--- src/hot_alert_pkg.sv ---
// Purpose: constants shared by the processor-hot alert configuration block
// Assumes: 50 MHz mclk, register writes arrive already decoded from I2C
// Notes: times are in ns, cycle counts derive from the clock period
// Function
// - level-2 code is percent of input limit
// - all-ones level-2 code is ignored
// - critical level is 110% of level-2
// - critical deglitch 15/100/400/800 us select
// - low select picks 83% or 91%
// - lower enable picks limit or reduced threshold
// - system threshold 3.2 V plus 100 mV steps
// - single cell decodes low three bits only
// - system threshold reset depends on cell count
// - nominal level 10% above, 1/60 ms deglitch
// - cleared profile bit blocks status and pin
// - discharge threshold 1024 mA per code
// - discharge deglitch 78 ms/1.25/5/20 s select
// - all profile bits zero disables alert
// - low power mode swaps comparator profile control
// - profile bits 7..3 enable sources, reset 10100
`default_nettype none

package hot_alert_pkg;

   ////////////////////////////////////////////////////////////////////////////
   // register offsets
   localparam logic [7:0] ADDR_SYS_NOM_CFG    = 8'h36;
   localparam logic [7:0] ADDR_L2_VIN_CFG     = 8'h37;
   localparam logic [7:0] ADDR_PROFILE_EN     = 8'h38;
   localparam logic [7:0] ADDR_DISCHARGE_CFG  = 8'h39;

   // reset values
   localparam logic [7:0] RST_SYS_NOM_MULTI   = 8'h81;
   localparam logic [5:0] RST_SYS_THR_MULTI   = 6'h20;
   localparam logic [5:0] RST_SYS_THR_SINGLE  = 6'h02;
   localparam logic [7:0] RST_L2_VIN_CFG      = 8'h4A;
   localparam logic [7:0] RST_PROFILE_EN      = 8'hA0;
   localparam logic [7:0] RST_DISCHARGE_CFG   = 8'h41;
   localparam logic [7:0] READ_UNMAPPED       = 8'h00;

   // field positions
   localparam int SYS_THR_LSB      = 2;
   localparam int NOM_DEG_BIT      = 1;
   localparam int LOWER_EN_BIT     = 0;
   localparam int L2_CODE_LSB      = 3;
   localparam int CRIT_DEG_LSB     = 1;
   localparam int LOW_SEL_BIT      = 0;
   localparam int DIS_THR_LSB      = 2;
   localparam int DIS_DEG_LSB      = 0;
   localparam int PROF_VIN_BIT     = 7;
   localparam int PROF_COMP_BIT    = 6;
   localparam int PROF_CRIT_BIT    = 5;
   localparam int PROF_NOM_BIT     = 4;
   localparam int PROF_DIS_BIT     = 3;

   // level-2 code table
   localparam logic [4:0] L2_CODE_NONE     = 5'h00;
   localparam logic [4:0] L2_CODE_FINE_MAX = 5'h19;
   localparam logic [4:0] L2_CODE_COARSE0  = 5'h1A;
   localparam logic [4:0] L2_CODE_IGNORED  = 5'h1F;
   localparam logic [8:0] L2_FINE_BASE     = 9'h069;
   localparam logic [8:0] L2_FINE_STEP     = 9'h005;
   localparam logic [8:0] L2_COARSE_BASE   = 9'h0FA;
   localparam logic [8:0] L2_COARSE_STEP   = 9'h032;

   // scaling factors for comparisons without division
   localparam logic [31:0] PCT_FULL        = 32'h0000_0064;
   localparam logic [31:0] CRIT_LHS_SCALE  = 32'h0000_03E8;
   localparam logic [31:0] CRIT_RHS_SCALE  = 32'h0000_000B;
   localparam logic [31:0] NOM_LHS_SCALE   = 32'h0000_000A;
   localparam logic [31:0] NOM_RHS_SCALE   = 32'h0000_000B;
   localparam logic [31:0] VIN_PCT_LOW     = 32'h0000_0053;
   localparam logic [31:0] VIN_PCT_HIGH    = 32'h0000_005B;
   localparam logic [31:0] SYS_OFFSET_MV   = 32'h0000_0C80;
   localparam logic [31:0] SYS_STEP_MV     = 32'h0000_0064;
   localparam logic [31:0] DIS_STEP_MA     = 32'h0000_0400;
   localparam logic [5:0]  SYS_SINGLE_MASK = 6'h07;

   ////////////////////////////////////////////////////////////////////////////
   // timing
   localparam longint CLK_PERIOD_NS   = 20;
   localparam longint T_CRIT0_NS      = 15000;
   localparam longint T_CRIT1_NS      = 100000;
   localparam longint T_CRIT2_NS      = 400000;
   localparam longint T_CRIT3_NS      = 800000;
   localparam longint T_NOM0_NS       = 1000000;
   localparam longint T_NOM1_NS       = 60000000;
   localparam longint T_SYS_NS        = 5000;
   localparam longint T_VIN_NS        = 20;
   localparam longint T_DIS0_NS       = 78000000;
   localparam longint T_DIS1_NS       = 1250000000;
   localparam longint T_DIS2_NS       = 5000000000;
   localparam longint T_DIS3_NS       = 20000000000;

   localparam int unsigned CRIT0_CYC  = int'(T_CRIT0_NS / CLK_PERIOD_NS);
   localparam int unsigned CRIT1_CYC  = int'(T_CRIT1_NS / CLK_PERIOD_NS);
   localparam int unsigned CRIT2_CYC  = int'(T_CRIT2_NS / CLK_PERIOD_NS);
   localparam int unsigned CRIT3_CYC  = int'(T_CRIT3_NS / CLK_PERIOD_NS);
   localparam int unsigned NOM0_CYC   = int'(T_NOM0_NS / CLK_PERIOD_NS);
   localparam int unsigned NOM1_CYC   = int'(T_NOM1_NS / CLK_PERIOD_NS);
   localparam int unsigned SYS_CYC    = int'(T_SYS_NS / CLK_PERIOD_NS);
   localparam int unsigned VIN_CYC    = int'(T_VIN_NS / CLK_PERIOD_NS);
   localparam int unsigned DIS0_CYC   = int'(T_DIS0_NS / CLK_PERIOD_NS);
   localparam int unsigned DIS1_CYC   = int'(T_DIS1_NS / CLK_PERIOD_NS);
   localparam int unsigned DIS2_CYC   = int'(T_DIS2_NS / CLK_PERIOD_NS);
   localparam int unsigned DIS3_CYC   = int'(T_DIS3_NS / CLK_PERIOD_NS);

   // timer channel indices
   localparam int CH_CRIT  = 0;
   localparam int CH_NOM   = 1;
   localparam int CH_VIN   = 2;
   localparam int CH_SYS   = 3;
   localparam int CH_DIS   = 4;
   localparam int NUM_CH   = 5;

endpackage : hot_alert_pkg

`default_nettype wire

--- src/deglitch_if.sv ---
// Purpose: carries one condition, its persist count and the detected flag
// Assumes: limit is held stable while the condition is timed
// Notes: a limit of zero behaves like one
`default_nettype none

interface deglitch_if;
   logic        cond;
   logic [31:0] limit;
   logic        detected;

   modport timer (input cond, input limit, output detected);
   modport user  (output cond, output limit, input detected);
endinterface : deglitch_if

`default_nettype wire

--- src/hot_alert_profile_config.sv ---
// Purpose: thresholds, deglitch and profile gating of the processor-hot alert
// Assumes: measurements arrive as synchronous binary values in mA and mV
// Notes: alert pin is open drain; register port is the decoded I2C side
`default_nettype none

module hot_alert_profile_config
   import hot_alert_pkg::*;
#(
   parameter int unsigned CRIT0_CYCLES = CRIT0_CYC,
   parameter int unsigned CRIT1_CYCLES = CRIT1_CYC,
   parameter int unsigned CRIT2_CYCLES = CRIT2_CYC,
   parameter int unsigned CRIT3_CYCLES = CRIT3_CYC,
   parameter int unsigned NOM0_CYCLES  = NOM0_CYC,
   parameter int unsigned NOM1_CYCLES  = NOM1_CYC,
   parameter int unsigned DIS0_CYCLES  = DIS0_CYC,
   parameter int unsigned DIS1_CYCLES  = DIS1_CYC,
   parameter int unsigned DIS2_CYCLES  = DIS2_CYC,
   parameter int unsigned DIS3_CYCLES  = DIS3_CYC
)
(
   input  wire logic        mclk,
   input  wire logic        rst_n,
   input  wire logic        ce,
   // register port
   input  wire logic [7:0]  regAddr,
   input  wire logic        regWrite,
   input  wire logic [7:0]  regWrData,
   output logic      [7:0]  regRdData,
   // measurements and limits
   input  wire logic [15:0] inputCurrentMa,
   input  wire logic [15:0] inputCurrentLimitMa,
   input  wire logic [15:0] inputVoltageMv,
   input  wire logic [15:0] inputVoltageLimitMv,
   input  wire logic [15:0] systemVoltageMv,
   input  wire logic [15:0] dischargeCurrentMa,
   input  wire logic        comparatorEvent,
   // mode inputs
   input  wire logic        singleCell,
   input  wire logic        lowPowerMode,
   input  wire logic        lowPowerAlertEnable,
   input  wire logic        voltageAssistMode,
   input  wire logic [1:0]  extraProfileBits,
   // results
   output logic      [7:0]  statusEvents,
   output logic             alertFunctionEnabled,
   output logic             busDischargeTrigger,
   output logic             alertPinOut,
   output logic             alertPinOe
);

   ////////////////////////////////////////////////////////////////////////////
   // register file
   logic [5:0] sysThr_q;
   logic [5:0] sysThr_d;
   logic       nomDeg_q;
   logic       nomDeg_d;
   logic       lowerEn_q;
   logic       lowerEn_d;
   logic [7:0] l2Cfg_q;
   logic [7:0] l2Cfg_d;
   logic [7:0] profile_q;
   logic [7:0] profile_d;
   logic [7:0] disCfg_q;
   logic [7:0] disCfg_d;
   logic       strapDone_q;
   logic       strapDone_d;
   logic [7:0] rdData_q;
   logic [7:0] rdData_d;

   always_comb
   begin
      sysThr_d    = sysThr_q;
      nomDeg_d    = nomDeg_q;
      lowerEn_d   = lowerEn_q;
      l2Cfg_d     = l2Cfg_q;
      profile_d   = profile_q;
      disCfg_d    = disCfg_q;
      strapDone_d = 1'b1;
      if (!strapDone_q)
         sysThr_d = singleCell ? RST_SYS_THR_SINGLE : RST_SYS_THR_MULTI;
      if (regWrite)
      begin
         case (regAddr)
            ADDR_SYS_NOM_CFG:
            begin
               sysThr_d  = regWrData[7:SYS_THR_LSB];
               nomDeg_d  = regWrData[NOM_DEG_BIT];
               lowerEn_d = regWrData[LOWER_EN_BIT];
            end
            ADDR_L2_VIN_CFG:    l2Cfg_d   = regWrData;
            ADDR_PROFILE_EN:    profile_d = regWrData;
            ADDR_DISCHARGE_CFG: disCfg_d  = regWrData;
            default:            ;
         endcase
      end
      case (regAddr)
         ADDR_SYS_NOM_CFG:   rdData_d = {sysThr_q, nomDeg_q, lowerEn_q};
         ADDR_L2_VIN_CFG:    rdData_d = l2Cfg_q;
         ADDR_PROFILE_EN:    rdData_d = profile_q;
         ADDR_DISCHARGE_CFG: rdData_d = disCfg_q;
         default:            rdData_d = READ_UNMAPPED;
      endcase
   end

   always_ff @(posedge mclk or negedge rst_n)
   begin
      if (!rst_n)
      begin
         sysThr_q    <= RST_SYS_NOM_MULTI[7:SYS_THR_LSB];
         nomDeg_q    <= RST_SYS_NOM_MULTI[NOM_DEG_BIT];
         lowerEn_q   <= RST_SYS_NOM_MULTI[LOWER_EN_BIT];
         l2Cfg_q     <= RST_L2_VIN_CFG;
         profile_q   <= RST_PROFILE_EN;
         disCfg_q    <= RST_DISCHARGE_CFG;
         strapDone_q <= 1'b0;
         rdData_q    <= READ_UNMAPPED;
      end
      else if (ce)
      begin
         sysThr_q    <= sysThr_d;
         nomDeg_q    <= nomDeg_d;
         lowerEn_q   <= lowerEn_d;
         l2Cfg_q     <= l2Cfg_d;
         profile_q   <= profile_d;
         disCfg_q    <= disCfg_d;
         strapDone_q <= strapDone_d;
         rdData_q    <= rdData_d;
      end
   end

   assign regRdData = rdData_q;

   ////////////////////////////////////////////////////////////////////////////
   // field views
   logic [4:0] l2Code;
   logic [1:0] critDegSel;
   logic       lowSelect;
   logic [5:0] disThrCode;
   logic [1:0] disDegSel;

   assign l2Code     = l2Cfg_q[7:L2_CODE_LSB];
   assign critDegSel = l2Cfg_q[L2_CODE_LSB-1:CRIT_DEG_LSB];
   assign lowSelect  = l2Cfg_q[LOW_SEL_BIT];
   assign disThrCode = disCfg_q[7:DIS_THR_LSB];
   assign disDegSel  = disCfg_q[DIS_THR_LSB-1:DIS_DEG_LSB];

   ////////////////////////////////////////////////////////////////////////////
   // level-2 and critical current compare
   logic [8:0]  l2Pct;
   logic        l2Valid;
   logic [31:0] limitWide;
   logic [31:0] currentWide;
   logic [31:0] critLhs;
   logic [31:0] critRhs;
   logic        critAbove;

   always_comb
   begin
      l2Pct   = L2_FINE_BASE;
      l2Valid = 1'b0;
      if ((l2Code != L2_CODE_NONE) && (l2Code <= L2_CODE_FINE_MAX))
      begin
         l2Pct   = 9'(L2_FINE_BASE + L2_FINE_STEP * 9'(l2Code));
         l2Valid = 1'b1;
      end
      else if ((l2Code >= L2_CODE_COARSE0) && (l2Code != L2_CODE_IGNORED))
      begin
         l2Pct   = 9'(L2_COARSE_BASE
                      + L2_COARSE_STEP * 9'(l2Code - L2_CODE_COARSE0));
         l2Valid = 1'b1;
      end
   end

   assign limitWide   = {16'h0000, inputCurrentLimitMa};
   assign currentWide = {16'h0000, inputCurrentMa};
   assign critLhs   = currentWide * CRIT_LHS_SCALE;
   assign critRhs   = limitWide * {23'h000000, l2Pct} * CRIT_RHS_SCALE;
   assign critAbove = l2Valid && (critLhs > critRhs);

   ////////////////////////////////////////////////////////////////////////////
   // nominal current, input voltage, system voltage, discharge
   logic        nomAbove;
   logic [31:0] vinPct;
   logic        vinBelow;
   logic [5:0]  sysCode;
   logic [31:0] sysThrMv;
   logic        sysBelow;
   logic        disAbove;

   assign nomAbove = (currentWide * NOM_LHS_SCALE)
                     > (limitWide * NOM_RHS_SCALE);

   assign vinPct   = !lowerEn_q ? PCT_FULL
                     : (lowSelect ? VIN_PCT_HIGH : VIN_PCT_LOW);
   assign vinBelow = ({16'h0000, inputVoltageMv} * PCT_FULL)
                     < ({16'h0000, inputVoltageLimitMv} * vinPct);

   assign sysCode  = singleCell ? (sysThr_q & SYS_SINGLE_MASK) : sysThr_q;
   assign sysThrMv = SYS_OFFSET_MV + SYS_STEP_MV * {26'h0000000, sysCode};
   assign sysBelow = {16'h0000, systemVoltageMv} < sysThrMv;

   assign disAbove = {16'h0000, dischargeCurrentMa}
                     > (DIS_STEP_MA * {26'h0000000, disThrCode});

   ////////////////////////////////////////////////////////////////////////////
   // deglitch timers
   deglitch_if dg [NUM_CH] ();
   logic [31:0] critLimit;
   logic [31:0] nomLimit;
   logic [31:0] disLimit;

   always_comb
   begin
      case (critDegSel)
         2'h0:    critLimit = 32'(CRIT0_CYCLES);
         2'h1:    critLimit = 32'(CRIT1_CYCLES);
         2'h2:    critLimit = 32'(CRIT2_CYCLES);
         default: critLimit = 32'(CRIT3_CYCLES);
      endcase
      case (disDegSel)
         2'h0:    disLimit = 32'(DIS0_CYCLES);
         2'h1:    disLimit = 32'(DIS1_CYCLES);
         2'h2:    disLimit = 32'(DIS2_CYCLES);
         default: disLimit = 32'(DIS3_CYCLES);
      endcase
      nomLimit = nomDeg_q ? 32'(NOM1_CYCLES) : 32'(NOM0_CYCLES);
   end

   assign dg[CH_CRIT].cond  = critAbove;
   assign dg[CH_CRIT].limit = critLimit;
   assign dg[CH_NOM].cond   = nomAbove;
   assign dg[CH_NOM].limit  = nomLimit;
   assign dg[CH_VIN].cond   = vinBelow;
   assign dg[CH_VIN].limit  = 32'(VIN_CYC);
   assign dg[CH_SYS].cond   = sysBelow;
   assign dg[CH_SYS].limit  = 32'(SYS_CYC);
   assign dg[CH_DIS].cond   = disAbove;
   assign dg[CH_DIS].limit  = disLimit;

   genvar ch;
   generate
      for (ch = 0; ch < NUM_CH; ch++)
      begin : g_timer
         deglitch_timer u_timer (
            .mclk  (mclk),
            .rst_n (rst_n),
            .ce    (ce),
            .dg    (dg[ch])
         );
      end
   endgenerate

   ////////////////////////////////////////////////////////////////////////////
   // profile gating and alert pin
   logic       compProfile;
   logic       funcEn;
   logic [7:0] events;
   logic [7:0] gated;
   logic [7:0] status_q;
   logic [7:0] status_d;
   logic       funcEn_q;
   logic       alertOe_q;
   logic       alertOe_d;
   logic       busDis_q;
   logic       busDis_d;

   assign compProfile = lowPowerMode ? lowPowerAlertEnable
                                     : profile_q[PROF_COMP_BIT];
   assign funcEn = (|profile_q) || (|extraProfileBits);

   always_comb
   begin
      events = 8'h00;
      events[PROF_VIN_BIT]  = dg[CH_VIN].detected;
      events[PROF_COMP_BIT] = comparatorEvent;
      events[PROF_CRIT_BIT] = dg[CH_CRIT].detected;
      events[PROF_NOM_BIT]  = dg[CH_NOM].detected;
      events[PROF_DIS_BIT]  = dg[CH_DIS].detected;
      gated = events & profile_q;
      gated[PROF_COMP_BIT] = comparatorEvent && compProfile;
      status_d  = funcEn ? gated : 8'h00;
      alertOe_d = |status_d;
      busDis_d  = voltageAssistMode && dg[CH_SYS].detected;
   end

   always_ff @(posedge mclk or negedge rst_n)
   begin
      if (!rst_n)
      begin
         status_q  <= 8'h00;
         funcEn_q  <= 1'b0;
         alertOe_q <= 1'b0;
         busDis_q  <= 1'b0;
      end
      else if (ce)
      begin
         status_q  <= status_d;
         funcEn_q  <= funcEn;
         alertOe_q <= alertOe_d;
         busDis_q  <= busDis_d;
      end
   end

   assign statusEvents         = status_q;
   assign alertFunctionEnabled = funcEn_q;
   assign busDischargeTrigger  = busDis_q;
   assign alertPinOut          = 1'b0;
   assign alertPinOe           = alertOe_q;

endmodule : hot_alert_profile_config

`default_nettype wire

--- src/deglitch_timer.sv ---
// Purpose: reports a condition only after it held for limit cycles
// Assumes: cond is synchronous to mclk
// Notes: any drop of cond clears the count and the flag
`default_nettype none

module deglitch_timer
   import hot_alert_pkg::*;
(
   input  wire logic mclk,
   input  wire logic rst_n,
   input  wire logic ce,
   deglitch_if.timer dg
);

   logic [31:0] cnt_q;
   logic [31:0] cnt_d;
   logic        det_q;
   logic        det_d;
   logic [31:0] cntNext;

   assign cntNext = cnt_q + 32'h0000_0001;

   ////////////////////////////////////////////////////////////////////////////
   always_comb
   begin
      cnt_d = cnt_q;
      det_d = det_q;
      if (!dg.cond)
      begin
         cnt_d = 32'h0000_0000;
         det_d = 1'b0;
      end
      else if (!det_q)
      begin
         if (cntNext >= dg.limit)
            det_d = 1'b1;
         else
            cnt_d = cntNext;
      end
   end

   always_ff @(posedge mclk or negedge rst_n)
   begin
      if (!rst_n)
      begin
         cnt_q <= 32'h0000_0000;
         det_q <= 1'b0;
      end
      else if (ce)
      begin
         cnt_q <= cnt_d;
         det_q <= det_d;
      end
   end

   assign dg.detected = det_q;

endmodule : deglitch_timer

`default_nettype wire

--- config.mk ---
export PLATFORM = sky130hd
export DESIGN_NAME = hot_alert_profile_config
export DESIGN_NICKNAME = d
export VERILOG_FILES = /design/src/hot_alert_pkg.sv /design/src/deglitch_if.sv /design/src/hot_alert_profile_config.sv /design/src/deglitch_timer.sv
export SDC_FILE = /design/constraint.sdc
export NUM_CORES = 2
export LEC_CHECK = 0
export BUFFER_PORTS_ARGS = -buffer_cell sky130_fd_sc_hd__buf_2
export CELL_PAD_IN_SITES_DETAIL_PLACEMENT = 1
export CELL_PAD_IN_SITES_GLOBAL_PLACEMENT = 2
export CORE_MARGIN = 2
export CORE_UTILIZATION = 34
export DETAILED_ROUTE_END_ITERATION = 6
export PLACE_DENSITY_LB_ADDON = 0.1
export SYNTH_ARGS = -nofsm -noshare
export SYNTH_HDL_FRONTEND = slang
export SYNTH_HIERARCHICAL = 1
export SYNTH_SLANG_ARGS = --single-unit
--- constraint.sdc ---
create_clock -name mclk -period 18.5 [get_ports mclk]
set_input_delay 1.85 -clock mclk [delete_from_list [all_inputs] [get_ports mclk]]
set_output_delay 1.85 -clock mclk [all_outputs]
set_load 0.01 [all_outputs]
==> impl_metrics.py <==
metrics = {
    "logic_synthesis": {
        "postSynthAreaPerCell_um2": 8.52,
        "synth.ff_latch_count": 214,
        "synth.most_common_cell": "inv_1",
        "synth_warnings": 6,
        "synth_ff_type": "dfrtp_1",
        "synth_largest_area_cell": "ha_1",
        "syn_inst": 4252,
        "synth_top_area_share_pct": 21.1,
        "yosys-top-cells-area": "ha_1, fa_1, dfrtp_1, inv_1, xnor2_1",
        "seq_area_frac_synth_pct": 14.8,
        "async_flop_share_pct": 100,
        "ys_types": 80,
        "synth_edf_count": 0,
        "netlist_area_um2": 36200,
        "synth_commonest_cells": "inv_1, ha_1, nand2_1",
    },
    "global_routing": {
        "gr-usage-all-layers_pct": 18.4,
        "grt_first_pass_wirelength_um": 164000,
        "antenna_found_initial": 6,
        "overflow": 0,
        "grt_pass1_vias": 30866,
        "grt_max_degree": 98,
    },
    "final_layout": {
        "fill_cells": 12544,
        "layout.nets": 5425,
        "area_growth_pct": 9.52,
        "multi_input_area_um2": 28200,
        "seq_area_um2": 5370,
        "n_antenna_cell": 0,
        "drive_gt1_share_pct": 6.80,
    },
    "run": {
        "maxCapViolCount": 0,
    },
    "detailed_routing": {
        "routed_wl_um": 98300,
        "drt_iter0_drc": 916,
        "route.vias.total": 29309,
        "dr.pass1.iters": 5,
        "drc": 0,
        "ant_nets": 0,
        "avgViaCountPerCell": 5.03,
        "drt-wirelength-per-cell_um": 16.9,
    },
    "critical_path": {
        "worstPathRequired_ns": 18.99,
        "cpPeakStageDelay_ns": 0.62,
        "cp-start-kind": "flop",
        "reg2reg_slack_ns": 3.76,
        "cp_slowest_cell": "dfrtp_1",
        "cp_common_cell": "ha_1",
        "worstPathArrival_ns": 15.23,
        "crit_type": "reg -> reg",
        "end_kind": "flop",
        "cp_max_fo": 21,
    },
    "clock_tree": {
        "htreeDepth": 1,
        "numCtsBuffers": 27,
        "ctsHoldBuffers": 0,
        "cts_tree": "built",
        "clk_pin_slew_ns": 0.06,
        "post_cts_buffers": 0,
        "cts.sinks": 214,
        "ctsRootBufferMaster": "clkbuf_16",
        "clock_path_buffers": 3,
        "clkLatencyLatePin_ns": 0.59,
        "cts_resized": 0,
    },
    "sta": {
        "relSlewSlack_pct": 31.9,
        "rsz0062_at_grt": "false",
        "finalCriticalPeriod_ns": 14.74,
        "finalCritPeriodShare_pct": 79.7,
        "maxClockFrequency_ghz": 0.0678,
        "fin_tns_setup_ns": 0,
        "hold_violations": 0,
        "fin_ws_ns": 3.76,
        "skew_ns": 0.0413,
        "maxSlewViolCount": 0,
        "setup-violations-final": 0,
        "worst_slew_pin_slew_ns": 1.02,
    },
    "die": {
        "core_area_um2": 106000,
        "start_util_pct": 34.3,
        "die_w_um": 330,
        "rows": 119,
        "die-area_um2": 109000,
        "dieHeight_um": 330,
        "io_pins": 143,
    },
    "place": {
        "place_ws_ns": 3.71,
        "place_congestion": 0.781,
        "io_buffers": 136,
        "dp.final_hpwl_um": 80000,
    },
    "outcome": {
        "status": "completed",
    },
    "hold_path": {
        "hold_class": "reg -> reg",
    },
}
logic make-up after synthesis:
group | Yosys count | share of synthesized area [%]
flops | 214 | 14.8
other cells | 2 | 0.0207
buf+inv | 798 | 8.74
fa+ha+maj | 883 | 36.1
simple gates | 1284 | 17.8
xor+xnor | 299 | 7.26
mux | 48 | 1.41
compound gates | 724 | 13.8
per-stage QoR:
step	instance area, um^2	util, %	cells	hold WS (ns)
after detailed placement	38700	36.6	5781	0.470
after floorplan	36700	-	4372	0.454
after CTS	39700	37.6	5831	0.487
after global placement	38700	36.6	5781	0.459
after global routing	39700	37.6	5831	0.507
final	39700	37.6	5831	0.483
placed cells by master, fill, tap and decap left out, types with 71 or more instances in the layout:
master,n
a21o_1,77
nand2_1,327
o21ai_0,76
nand3_1,184
buf_2,134
and3_1,127
dfrtp_1,205
fa_1,273
a22o_1,71
ha_1,610
and2_1,94
xnor2_1,193
nor2_1,222
xor2_1,105
conb_1,122
a21oi_1,210
inv_1,647
final cells by class:
type / instances / area share, %
inverters: 653 / 6.18
clock inverters: 9 / 0.530
well taps: 1391 / 4.38
flip-flops and latches: 214 / 13.5
repair buffers: 163 / 2.26
multi-input cells: 3360 / 71.0
clock buffers: 41 / 2.09
registers in the layout, summed over array words and instances, names as in the netlist:
| signal | flops |
|---|---|
| g_timer.u_timer/cnt_q | 160 |
| disCfg_q | 8 |
| l2Cfg_q | 8 |
| profile_q | 8 |
| regRdData | 8 |
| sysThr_q | 6 |
| g_timer.u_timer/dg.detected | 5 |
| statusEvents | 5 |
| alertFunctionEnabled | 1 |
| alertPinOe | 1 |
| busDischargeTrigger | 1 |
| lowerEn_q | 1 |
| nomDeg_q | 1 |
| strapDone_q | 1 |
final timing paths:
kind                                   start                            to  cells after the start
worst min register to register  regRdData[4]                  regRdData[4]                      1
worst min-delay path            regRdData[4]                  regRdData[4]                      1
min in group asynchronous              rst_n  g_timer[4].u_timer/cnt_q[10]                      1
worst max register to register    l2Cfg_q[4]  g_timer[0].u_timer/cnt_q[13]                     52
max in group asynchronous              rst_n  g_timer[1].u_timer/cnt_q[31]                      2
worst max-delay path              l2Cfg_q[4]  g_timer[0].u_timer/cnt_q[13]                     52
routing by layer:
layer	vias up	wire length (um)	GRT usage (%)
met3	59	2040	1.72
li1	14636	-	-
met5	-	51	0
met4	8	908	1.70
met1	14417	49700	26.3
met2	189	45600	30.9
worst max-delay path: cells and delay by family (launching register included):
kind	cells	cell delay, ns
AO/OA/AOI/OAI	12	2.82
flip-flops	1	0.62
adder cells (fa/ha/maj)	14	5.56
AND/OR/NAND/NOR	10	2.66
XOR/XNOR	6	1.48
buffers and inverters	10	1.45
Power is not shown: default switching activity piles up to over one toggle a cycle in this logic, so the estimate is an artifact.
